<file path="config.mk">
export PLATFORM = sky130hd
export DESIGN_NAME = priority_interrupt_controller
export DESIGN_NICKNAME = d
export VERILOG_FILES = /design/src/intc_pkg.sv /design/src/intc_arbiter.sv /design/src/priority_interrupt_controller.sv
export SDC_FILE = /design/constraint.sdc
export NUM_CORES = 1
export LEC_CHECK = 0
export BUFFER_PORTS_ARGS = -buffer_cell sky130_fd_sc_hd__buf_2
export CAP_MARGIN = 20
export CORE_MARGIN = 5
export CORE_UTILIZATION = 56
export CTS_CLUSTER_SIZE = 28
export DETAILED_ROUTE_END_ITERATION = 8
export PLACE_DENSITY_LB_ADDON = 0.1
export SLEW_MARGIN = 20
export SYNTH_ARGS = -nofsm -noshare
export SYNTH_HDL_FRONTEND = slang
export SYNTH_SLANG_ARGS = --single-unit
</file>
<file path="constraint.sdc">
create_clock -name CLK_IN -period 22.9 [get_ports CLK_IN]
set_input_delay 2.29 -clock CLK_IN [delete_from_list [all_inputs] [get_ports CLK_IN]]
set_output_delay 2.29 -clock CLK_IN [all_outputs]
set_load 0.02 [all_outputs]
</file>
<file path="src/intc_pkg.sv">
`default_nettype none
package intc_pkg;
  localparam int NUM_SRC = 12;
  localparam int LVL_W = 2;
  // level encodings
  localparam logic [1:0] LVL_URGENT = 2'h1;
  localparam logic [1:0] LVL_NEXT = 2'h2;
  localparam logic [1:0] LVL_OFF = 2'h3;
  localparam logic [1:0] LVL_RESET = 2'h3;
  // current-level field after reset: every level below 3 accepted
  localparam logic [1:0] CUR_LVL_RESET = 2'h3;
  // vector table top pair and step between pairs
  localparam logic [15:0] VEC_TOP = 16'hfffa;
  localparam logic [15:0] VEC_STEP = 16'h0002;
  // source numbers
  localparam int SRC_EXT0 = 0;
  localparam int SRC_EXT1 = 1;
  localparam int SRC_TMR0 = 3;
  localparam int SRC_TMR1 = 4;
  localparam int SRC_SER = 8;
  localparam int SRC_ADC = 9;
  localparam int SRC_ITV = 10;
  localparam int SRC_WATCH = 11;
  localparam logic [11:0] SRC_USED = 12'hf1b;
  localparam logic [15:0] PC_RESET = 16'h0000;
  localparam logic [15:0] PSW_RESET = 16'h0000;
  localparam int IL_LSB = 12;
  localparam int IFLAG_BIT = 11;
  typedef enum logic [2:0] {
    ST_RUN = 3'b000,
    ST_PUSH_PC = 3'b001,
    ST_PUSH_PSW = 3'b010,
    ST_VECTOR = 3'b011,
    ST_POP_PSW = 3'b100,
    ST_POP_PC = 3'b101
  } cpu_state_type;
endpackage
`default_nettype wire

</file>
<file path="src/intc_arbiter.sv">
`default_nettype none
module intc_arbiter #(
  parameter int N = intc_pkg::NUM_SRC
) (
  input wire logic [N-1:0] req_in,
  input wire logic [2*N-1:0] lvl_in,
  output logic valid_out,
  output logic [3:0] src_out,
  output logic [1:0] lvl_out
);
  import intc_pkg::*;
  logic [1:0] best_lvl [N:0];
  logic [3:0] best_src [N:0];
  logic best_v [N:0];
  assign best_lvl[N] = LVL_OFF;
  assign best_src[N] = 4'h0;
  assign best_v[N] = 1'b0;
  // a stage takes over from the higher-numbered stages on an equal level,
  // so the lowest source number wins ties
  genvar g;
  generate
    for (g = 0; g < N; g = g + 1)
    begin : g_arb
      logic [1:0] l;
      logic take;
      assign l = lvl_in[2*g +: 2];
      assign take = req_in[g] && (l != LVL_OFF) && (!best_v[g+1] || l <= best_lvl[g+1]);
      assign best_v[g] = take || best_v[g+1];
      assign best_lvl[g] = take ? l : best_lvl[g+1];
      assign best_src[g] = take ? 4'(g) : best_src[g+1];
    end
  endgenerate
  assign valid_out = best_v[0];
  assign src_out = best_src[0];
  assign lvl_out = best_lvl[0];
endmodule
`default_nettype wire

</file>
<file path="src/priority_interrupt_controller.sv">
`default_nettype none
module priority_interrupt_controller
  import intc_pkg::*;
#(
  parameter int N = intc_pkg::NUM_SRC
) (
  input wire logic CLK_IN,
  input wire logic RST_IN,
  input wire logic [N-1:0] PERIPH_REQ_IN,
  input wire logic EXT0_FLAG_IN,
  input wire logic EXT0_ENABLE_IN,
  input wire logic EXT_PIN1_REQUEST_FLAG_IN,
  input wire logic EXT_PIN1_REQUEST_ENABLE_IN,
  input wire logic MAIN_STOP_IN,
  input wire logic [7:0] LEVEL_SELECT_REG_A_IN,
  input wire logic [7:0] LEVEL_SELECT_REG_B_IN,
  input wire logic [7:0] LEVEL_SELECT_REG_C_IN,
  input wire logic LEVEL_WRITE_IN,
  input wire logic INSTR_BOUNDARY_IN,
  input wire logic RETURN_FROM_INTERRUPT_OP_IN,
  input wire logic [15:0] PC_IN,
  input wire logic [15:0] PROGRAM_STATUS_WORD_IN,
  input wire logic [15:0] STACK_RDATA_IN,
  output logic SUSPEND_OUT,
  output logic STACK_WRITE_OUT,
  output logic STACK_READ_OUT,
  output logic [15:0] STACK_WDATA_OUT,
  output logic LOAD_PC_OUT,
  output logic [15:0] PC_OUT,
  output logic LOAD_PSW_OUT,
  output logic [15:0] PSW_OUT,
  output logic [15:0] VECTOR_ADDR_OUT,
  output logic IRQ_PENDING_OUT,
  output logic [3:0] ACTIVE_SRC_OUT,
  output logic [1:0] CURRENT_PRIORITY_FIELD_OUT
);
  import intc_pkg::*;

  // --------------------------------------------------------------
  // level registers
  // --------------------------------------------------------------
  logic [2*N-1:0] lvl_q;
  always_ff @(posedge CLK_IN or posedge RST_IN)
  begin
    if (RST_IN)
      lvl_q <= {N{LVL_RESET}};
    else if (LEVEL_WRITE_IN)
      lvl_q <= {LEVEL_SELECT_REG_C_IN, LEVEL_SELECT_REG_B_IN, LEVEL_SELECT_REG_A_IN};
  end

  // --------------------------------------------------------------
  // request gathering
  // --------------------------------------------------------------
  logic [N-1:0] req;
  always_comb
  begin
    req = PERIPH_REQ_IN & SRC_USED;
    req[SRC_EXT0] = EXT0_FLAG_IN && EXT0_ENABLE_IN;
    req[SRC_EXT1] = EXT_PIN1_REQUEST_FLAG_IN && EXT_PIN1_REQUEST_ENABLE_IN;
    req[SRC_WATCH] = PERIPH_REQ_IN[SRC_WATCH] && !MAIN_STOP_IN;
  end

  logic win_v;
  logic [3:0] win_src;
  logic [1:0] win_lvl;
  intc_arbiter #(.N(N)) u_arb (
    .req_in(req),
    .lvl_in(lvl_q),
    .valid_out(win_v),
    .src_out(win_src),
    .lvl_out(win_lvl)
  );

  // --------------------------------------------------------------
  // acceptance
  // --------------------------------------------------------------
  logic [1:0] cur_lvl;
  logic gie;
  logic accept;
  assign cur_lvl = PROGRAM_STATUS_WORD_IN[IL_LSB +: 2];
  assign gie = PROGRAM_STATUS_WORD_IN[IFLAG_BIT];
  cpu_state_type state_q;
  assign accept = (state_q == ST_RUN) && INSTR_BOUNDARY_IN && win_v && gie
                  && (win_lvl < cur_lvl);

  // --------------------------------------------------------------
  // entry / return sequence
  // --------------------------------------------------------------
  logic [15:0] save_pc_q;
  logic [15:0] save_psw_q;
  logic [3:0] src_q;
  logic [1:0] lvl_acc_q;
  always_ff @(posedge CLK_IN or posedge RST_IN)
  begin
    if (RST_IN)
      state_q <= ST_RUN;
    else
    begin
      case (state_q)
        ST_RUN:
          if (accept)
            state_q <= ST_PUSH_PC;
          else if (INSTR_BOUNDARY_IN && RETURN_FROM_INTERRUPT_OP_IN)
            state_q <= ST_POP_PSW;
        ST_PUSH_PC: state_q <= ST_PUSH_PSW;
        ST_PUSH_PSW: state_q <= ST_VECTOR;
        ST_VECTOR: state_q <= ST_RUN;
        ST_POP_PSW: state_q <= ST_POP_PC;
        ST_POP_PC: state_q <= ST_RUN;
        default: state_q <= ST_RUN;
      endcase
    end
  end

  always_ff @(posedge CLK_IN or posedge RST_IN)
  begin
    if (RST_IN)
    begin
      save_pc_q <= PC_RESET;
      save_psw_q <= PSW_RESET;
      src_q <= 4'h0;
      lvl_acc_q <= CUR_LVL_RESET;
    end
    else if (accept)
    begin
      // PC, status, winning source and level are captured; accumulators stay with the core
      save_pc_q <= PC_IN;
      save_psw_q <= PROGRAM_STATUS_WORD_IN;
      src_q <= win_src;
      lvl_acc_q <= win_lvl;
    end
  end

  // --------------------------------------------------------------
  // outputs to the core
  // --------------------------------------------------------------
  always_ff @(posedge CLK_IN or posedge RST_IN)
  begin
    if (RST_IN)
    begin
      STACK_WRITE_OUT <= 1'b0;
      STACK_READ_OUT <= 1'b0;
      STACK_WDATA_OUT <= 16'h0000;
      LOAD_PC_OUT <= 1'b0;
      PC_OUT <= PC_RESET;
      LOAD_PSW_OUT <= 1'b0;
      PSW_OUT <= PSW_RESET;
      VECTOR_ADDR_OUT <= 16'h0000;
      CURRENT_PRIORITY_FIELD_OUT <= CUR_LVL_RESET;
    end
    else
    begin
      CURRENT_PRIORITY_FIELD_OUT <= cur_lvl;
      STACK_WRITE_OUT <= (state_q == ST_PUSH_PC) || (state_q == ST_PUSH_PSW);
      STACK_READ_OUT <= (state_q == ST_POP_PSW) || (state_q == ST_POP_PC);
      STACK_WDATA_OUT <= (state_q == ST_PUSH_PC) ? save_pc_q : save_psw_q;
      LOAD_PC_OUT <= (state_q == ST_VECTOR) || (state_q == ST_POP_PC);
      LOAD_PSW_OUT <= (state_q == ST_VECTOR) || (state_q == ST_POP_PSW);
      if (state_q == ST_VECTOR)
      begin
        VECTOR_ADDR_OUT <= VEC_TOP - 16'({src_q, 1'b0});
        PC_OUT <= VEC_TOP - 16'({src_q, 1'b0});
        PSW_OUT <= {save_psw_q[15:14], lvl_acc_q, save_psw_q[11:0]};
      end
      else if (state_q == ST_POP_PSW)
        PSW_OUT <= STACK_RDATA_IN;
      else if (state_q == ST_POP_PC)
        PC_OUT <= STACK_RDATA_IN;
    end
  end

  assign SUSPEND_OUT = (state_q != ST_RUN);
  assign IRQ_PENDING_OUT = win_v;
  assign ACTIVE_SRC_OUT = src_q;

  // --------------------------------------------------------------
  // checks
  // --------------------------------------------------------------
  property p_reset_off;
    @(posedge CLK_IN) $fell(RST_IN) |-> !win_v;
  endproperty
  a_reset_off: assert property (p_reset_off) else $error("request after reset");

  property p_lvl3_never;
    @(posedge CLK_IN) disable iff (RST_IN) win_v |-> win_lvl != LVL_OFF;
  endproperty
  a_lvl3_never: assert property (p_lvl3_never) else $error("level 3 forwarded");

  property p_src_valid;
    @(posedge CLK_IN) disable iff (RST_IN) win_v |-> req[win_src];
  endproperty
  a_src_valid: assert property (p_src_valid) else $error("winner not pending");

  property p_accept_cond;
    @(posedge CLK_IN) disable iff (RST_IN)
      (state_q == ST_PUSH_PC) |-> $past(gie) && ($past(win_lvl) < $past(cur_lvl));
  endproperty
  a_accept_cond: assert property (p_accept_cond) else $error("bad accept");

  property p_entry_seq;
    @(posedge CLK_IN) disable iff (RST_IN)
      accept |=> ##1 STACK_WRITE_OUT ##1 STACK_WRITE_OUT ##1 (LOAD_PC_OUT && LOAD_PSW_OUT);
  endproperty
  a_entry_seq: assert property (p_entry_seq) else $error("entry sequence wrong");

  property p_vector;
    @(posedge CLK_IN) disable iff (RST_IN)
      accept |-> ##4 (PC_OUT == VEC_TOP - 16'({$past(win_src, 4), 1'b0}));
  endproperty
  a_vector: assert property (p_vector) else $error("wrong vector");

  property p_level_set;
    @(posedge CLK_IN) disable iff (RST_IN)
      accept |-> ##4 (PSW_OUT[IL_LSB +: 2] == $past(win_lvl, 4));
  endproperty
  a_level_set: assert property (p_level_set) else $error("level not stored");

  property p_return;
    @(posedge CLK_IN) disable iff (RST_IN)
      (state_q == ST_RUN && INSTR_BOUNDARY_IN && RETURN_FROM_INTERRUPT_OP_IN && !accept)
      |=> ##1 STACK_READ_OUT ##1 (STACK_READ_OUT && LOAD_PC_OUT);
  endproperty
  a_return: assert property (p_return) else $error("return sequence wrong");

  property p_watch_stop;
    @(posedge CLK_IN) disable iff (RST_IN)
      MAIN_STOP_IN |-> !(win_v && (win_src == 4'(SRC_WATCH)));
  endproperty
  a_watch_stop: assert property (p_watch_stop) else $error("watch in stop");

  c_accept: cover property (@(posedge CLK_IN) disable iff (RST_IN) accept);
  c_return: cover property (@(posedge CLK_IN) disable iff (RST_IN) state_q == ST_POP_PC);
  c_tie: cover property (@(posedge CLK_IN) disable iff (RST_IN)
    accept && req[0] && req[1] && lvl_q[1:0] == lvl_q[3:2]);
endmodule
`default_nettype wire

</file>
==> run summary <==
top cells by count, synth: dfrtp_1, nand2_1, mux2_2
Core ar.: 9730 um2
Initial Util: 57.2%
worst endpoint required time: 23.29 ns
critical path peak fanout: 38
clk slew on worst S/H paths: 0.06 ns
RSZ-0062 raised after global routing: false
Max Slew Vio Count: 0
Detailed Route Iter0 Violations: 224
GP Congestion: 0.876
Setup TNS: 0 ns
sequential area share after synthesis: 53.1%
All-Layer GR Usage: 23.5%
Worst Setup Start Kind: primary input
Sequential Power Share: 36.3%
initial antenna violation count: 0
Distinct cells, synth: 66
post-synthesis mux area share: 13.3%
Worst Hold Class: reg2reg
Switching Power: 0.369 mW
Avg Vias per Cell: 5.51
post-CTS setup buffer count: 0
clock network power share: 25.2%
largest net degree at the start of global routing: 62
Synth top area share: 43.6%
Slowest-stage cell, CP: a21o_2
Final ANT Viol Nets: 0
Clock Latency Late Sink: 0.51 ns
wire per inst: 17.4 um
compound-gate portion of the synthesized area: 13.7%
vias in the first global route: 4214
via count: 4304
Ports: 170
Primary FF master, synth: dfrtp_1
Remaining DRCs: 0
H-tree levels: 4
CTS buffer count: 17
grt ovf: 0
Slew @ Worst Pin: 1.02 ns
number of clock sinks: 117
Fillers: 739
register area: 2950 um2
Max-slew headroom: 31.9%
Die X: 110 um
Synth Area in Adders: 3.60%
Multi-input gate area: 2360 um2
clk buf depth: 2
main combinational cell family by area after synthesis: compound AO/OA/AOI/OAI gates
# resized after CTS: 0
first-pass GRT wire length: 21300 um
Initial DRT Pass Iterations: 5
Logic pwr share: 38.6%
FMAX: 0.0767 GHz
Rows: 36
CTS tree: yes
post-synthesis simple-gate area fraction: 11.1%
skew final: 0.00769 ns
count leader, synth: dfrtp_1
Post-Syn Area per Cell: 11.4 um2
Data arrival, critical path: 13.44 ns
Synth Cell Area: 5560 um2
# hold bufs at CTS: 0
Setup Viol. Count Final: 0
Post-synth EDFFs: 0
Hold WS: 0.475 ns
Max rail drop VDD: 0.0720 mV
area delta synth->final: 24.5%
Internal: 0.610 mW
Most common cell on crit path: ha_1
dpl hpwl: 9810 um
critical path's largest stage delay: 0.81 ns
Final Hold Vio Count: 0
outcome: finished clean
crit path time final: 13.04 ns
die area: 12000 um2
ANT cells: 0
sum of routed wire length over all layers: 13600 um
nets@finish: 745
PortBufs: 154
leakage: 3.26 nW
largest area contributor in the netlist: dfrtp_1
Seq cells post-synth: 117
synthesized instance count: 487
Synth Area in XOR/XNOR: 0.472%
Ys Warns: 0
final worst path period share: 57.0%
max_cap viols: 0
Area contributors post-synth: dfrtp_1, dfstp_2, mux2_2
WS Path Type: in2reg
fraction of layout instances using a drive strength above 1: 43.7%
Clk Tree Root Cell: clkbuf_8
sw frac: 37.7%
net count after synthesis: 597
pwr dens: 142 nW/um2
Async S/R FF share, synth: 100%
die height: 110 um
endpoint type of the worst setup path: flop
-- final timing paths --
kind                                          from            endpoint  slack (ns)  cells after the start
worst max register to register           lvl_q[22]        save_pc_q[2]       11.36                     48
min in group asynchronous                   RST_IN       save_pc_q[12]        1.91                      2
max in group asynchronous                   RST_IN           PC_OUT[0]       19.75                      3
worst max-delay path                  MAIN_STOP_IN        save_pc_q[2]        9.86                     49
worst min register to register  VECTOR_ADDR_OUT[4]  VECTOR_ADDR_OUT[4]        0.47                      2
worst min-delay path            VECTOR_ADDR_OUT[4]  VECTOR_ADDR_OUT[4]        0.47                      2
-- flip-flops by register name (all words and copies together) (netlist names) --
name / count
PC_OUT: 16
save_pc_q: 16
PSW_OUT: 16
STACK_WRITE_OUT: 1
STACK_READ_OUT: 1
CURRENT_PRIORITY_FIELD_OUT: 2
state_q: 3
lvl_q: 16
VECTOR_ADDR_OUT: 6
LOAD_PSW_OUT: 1
lvl_acc_q: 2
LOAD_PC_OUT: 1
save_psw_q: 16
STACK_WDATA_OUT: 16
ACTIVE_SRC_OUT: 4
-- layout by cell type, fill, tap and decap left out, types with 2 or more instances in the layout --
cell and instances:
buf_2 154, dfrtp_1 97, nand2_1 57, mux2_2 45
nor2_1 34, o21ai_0 28, dfstp_2 20, inv_1 19
ha_1 16, clkbuf_16 16, a21oi_1 13, o22ai_1 13
mux2_4 13, nand3_1 11, o22a_1 9, nor2b_1 8
a22oi_1 7, a31oi_1 5, clkinvlp_4 5, mux2i_1 4
clkbuf_8 4, xnor2_1 3, o21a_1 3, a21boi_0 3
a21boi_2 2, a21boi_1 2, or2_2 2, o31ai_1 2
o21bai_1 2, o211ai_1 2, nand2b_1 2, clkinv_4 2
clkbuf_1 2, buf_4 2
-- power groups by stage --
| stage | combinational (mW) | clock (mW) | sequential [mW] |
|---|---|---|---|
| 6_report | 0.378 | 0.247 | 0.355 |
| 4_1_cts | 0.378 | 0.250 | 0.355 |
| 2_1_floorplan | 0.216 | 0 | 0.402 |
| 3_5_place_dp | 0.375 | 0 | 0.357 |
| 3_3_place_gp | 0.365 | 0 | 0.353 |
| 5_1_grt | 0.411 | 0.261 | 0.367 |
-- critical path: cells and delay by family --
| kind | cells | cell delay [ns] |
|---|---|---|
| adder cells (fa/ha/maj) | 8 | 2.23 |
| AND/OR/NAND/NOR | 13 | 2.37 |
| buffers and inverters | 3 | 0.27 |
| AO/OA/AOI/OAI | 24 | 5.78 |
| multiplexers | 1 | 0.42 |
-- kinds of logic (layout without fill, tap and decap cells) --
family / Yosys count / after routing
xor gates and xnor gates: 3 / 3
other: 1 / 1
AOI/OAI and AO/OA: 109 / 109
and+or+nand+nor: 130 / 130
adders and majority gates: 16 / 16
muxes: 62 / 62
buffers and inverters: 49 / 210
DFF: 117 / 117
-- routing by layer --
layer	GRT usage, %	wire length [um]	share of wire, %
met1	31.9	6000	44
met2	36.5	6380	47
met3	7.05	1040	7.7
met4	7.30	175	1.3
met5	0	0	0
-- final cells by class --
type                    count  share of cell area, %
inverters                  21                   1.17
repair buffers            157                   11.6
well taps                 133                   2.40
clock inverters            10                   1.43
multi-input cells         321                   34.1
clock buffers              22                   6.69
flip-flops and latches    117                   42.7
-- per-stage QoR --
stage | total power, mW | std cells | area, um2 | utilization, % | worst slack (ns)
6_report | 0.980 | 781 | 6920 | 71.1 | 9.86
5_1_grt | 1.04 | 781 | 6920 | 71.1 | 9.08
4_1_cts | 0.983 | 780 | 6910 | 71.0 | 10.07
3_5_place_dp | 0.731 | 748 | 6340 | 65.2 | 9.72
3_3_place_gp | 0.718 | 748 | 6340 | 65.2 | 10.09
2_1_floorplan | 0.618 | 487 | 5560 | - | 11.56
No activity file was read; power rests on OpenSTA's default activity.
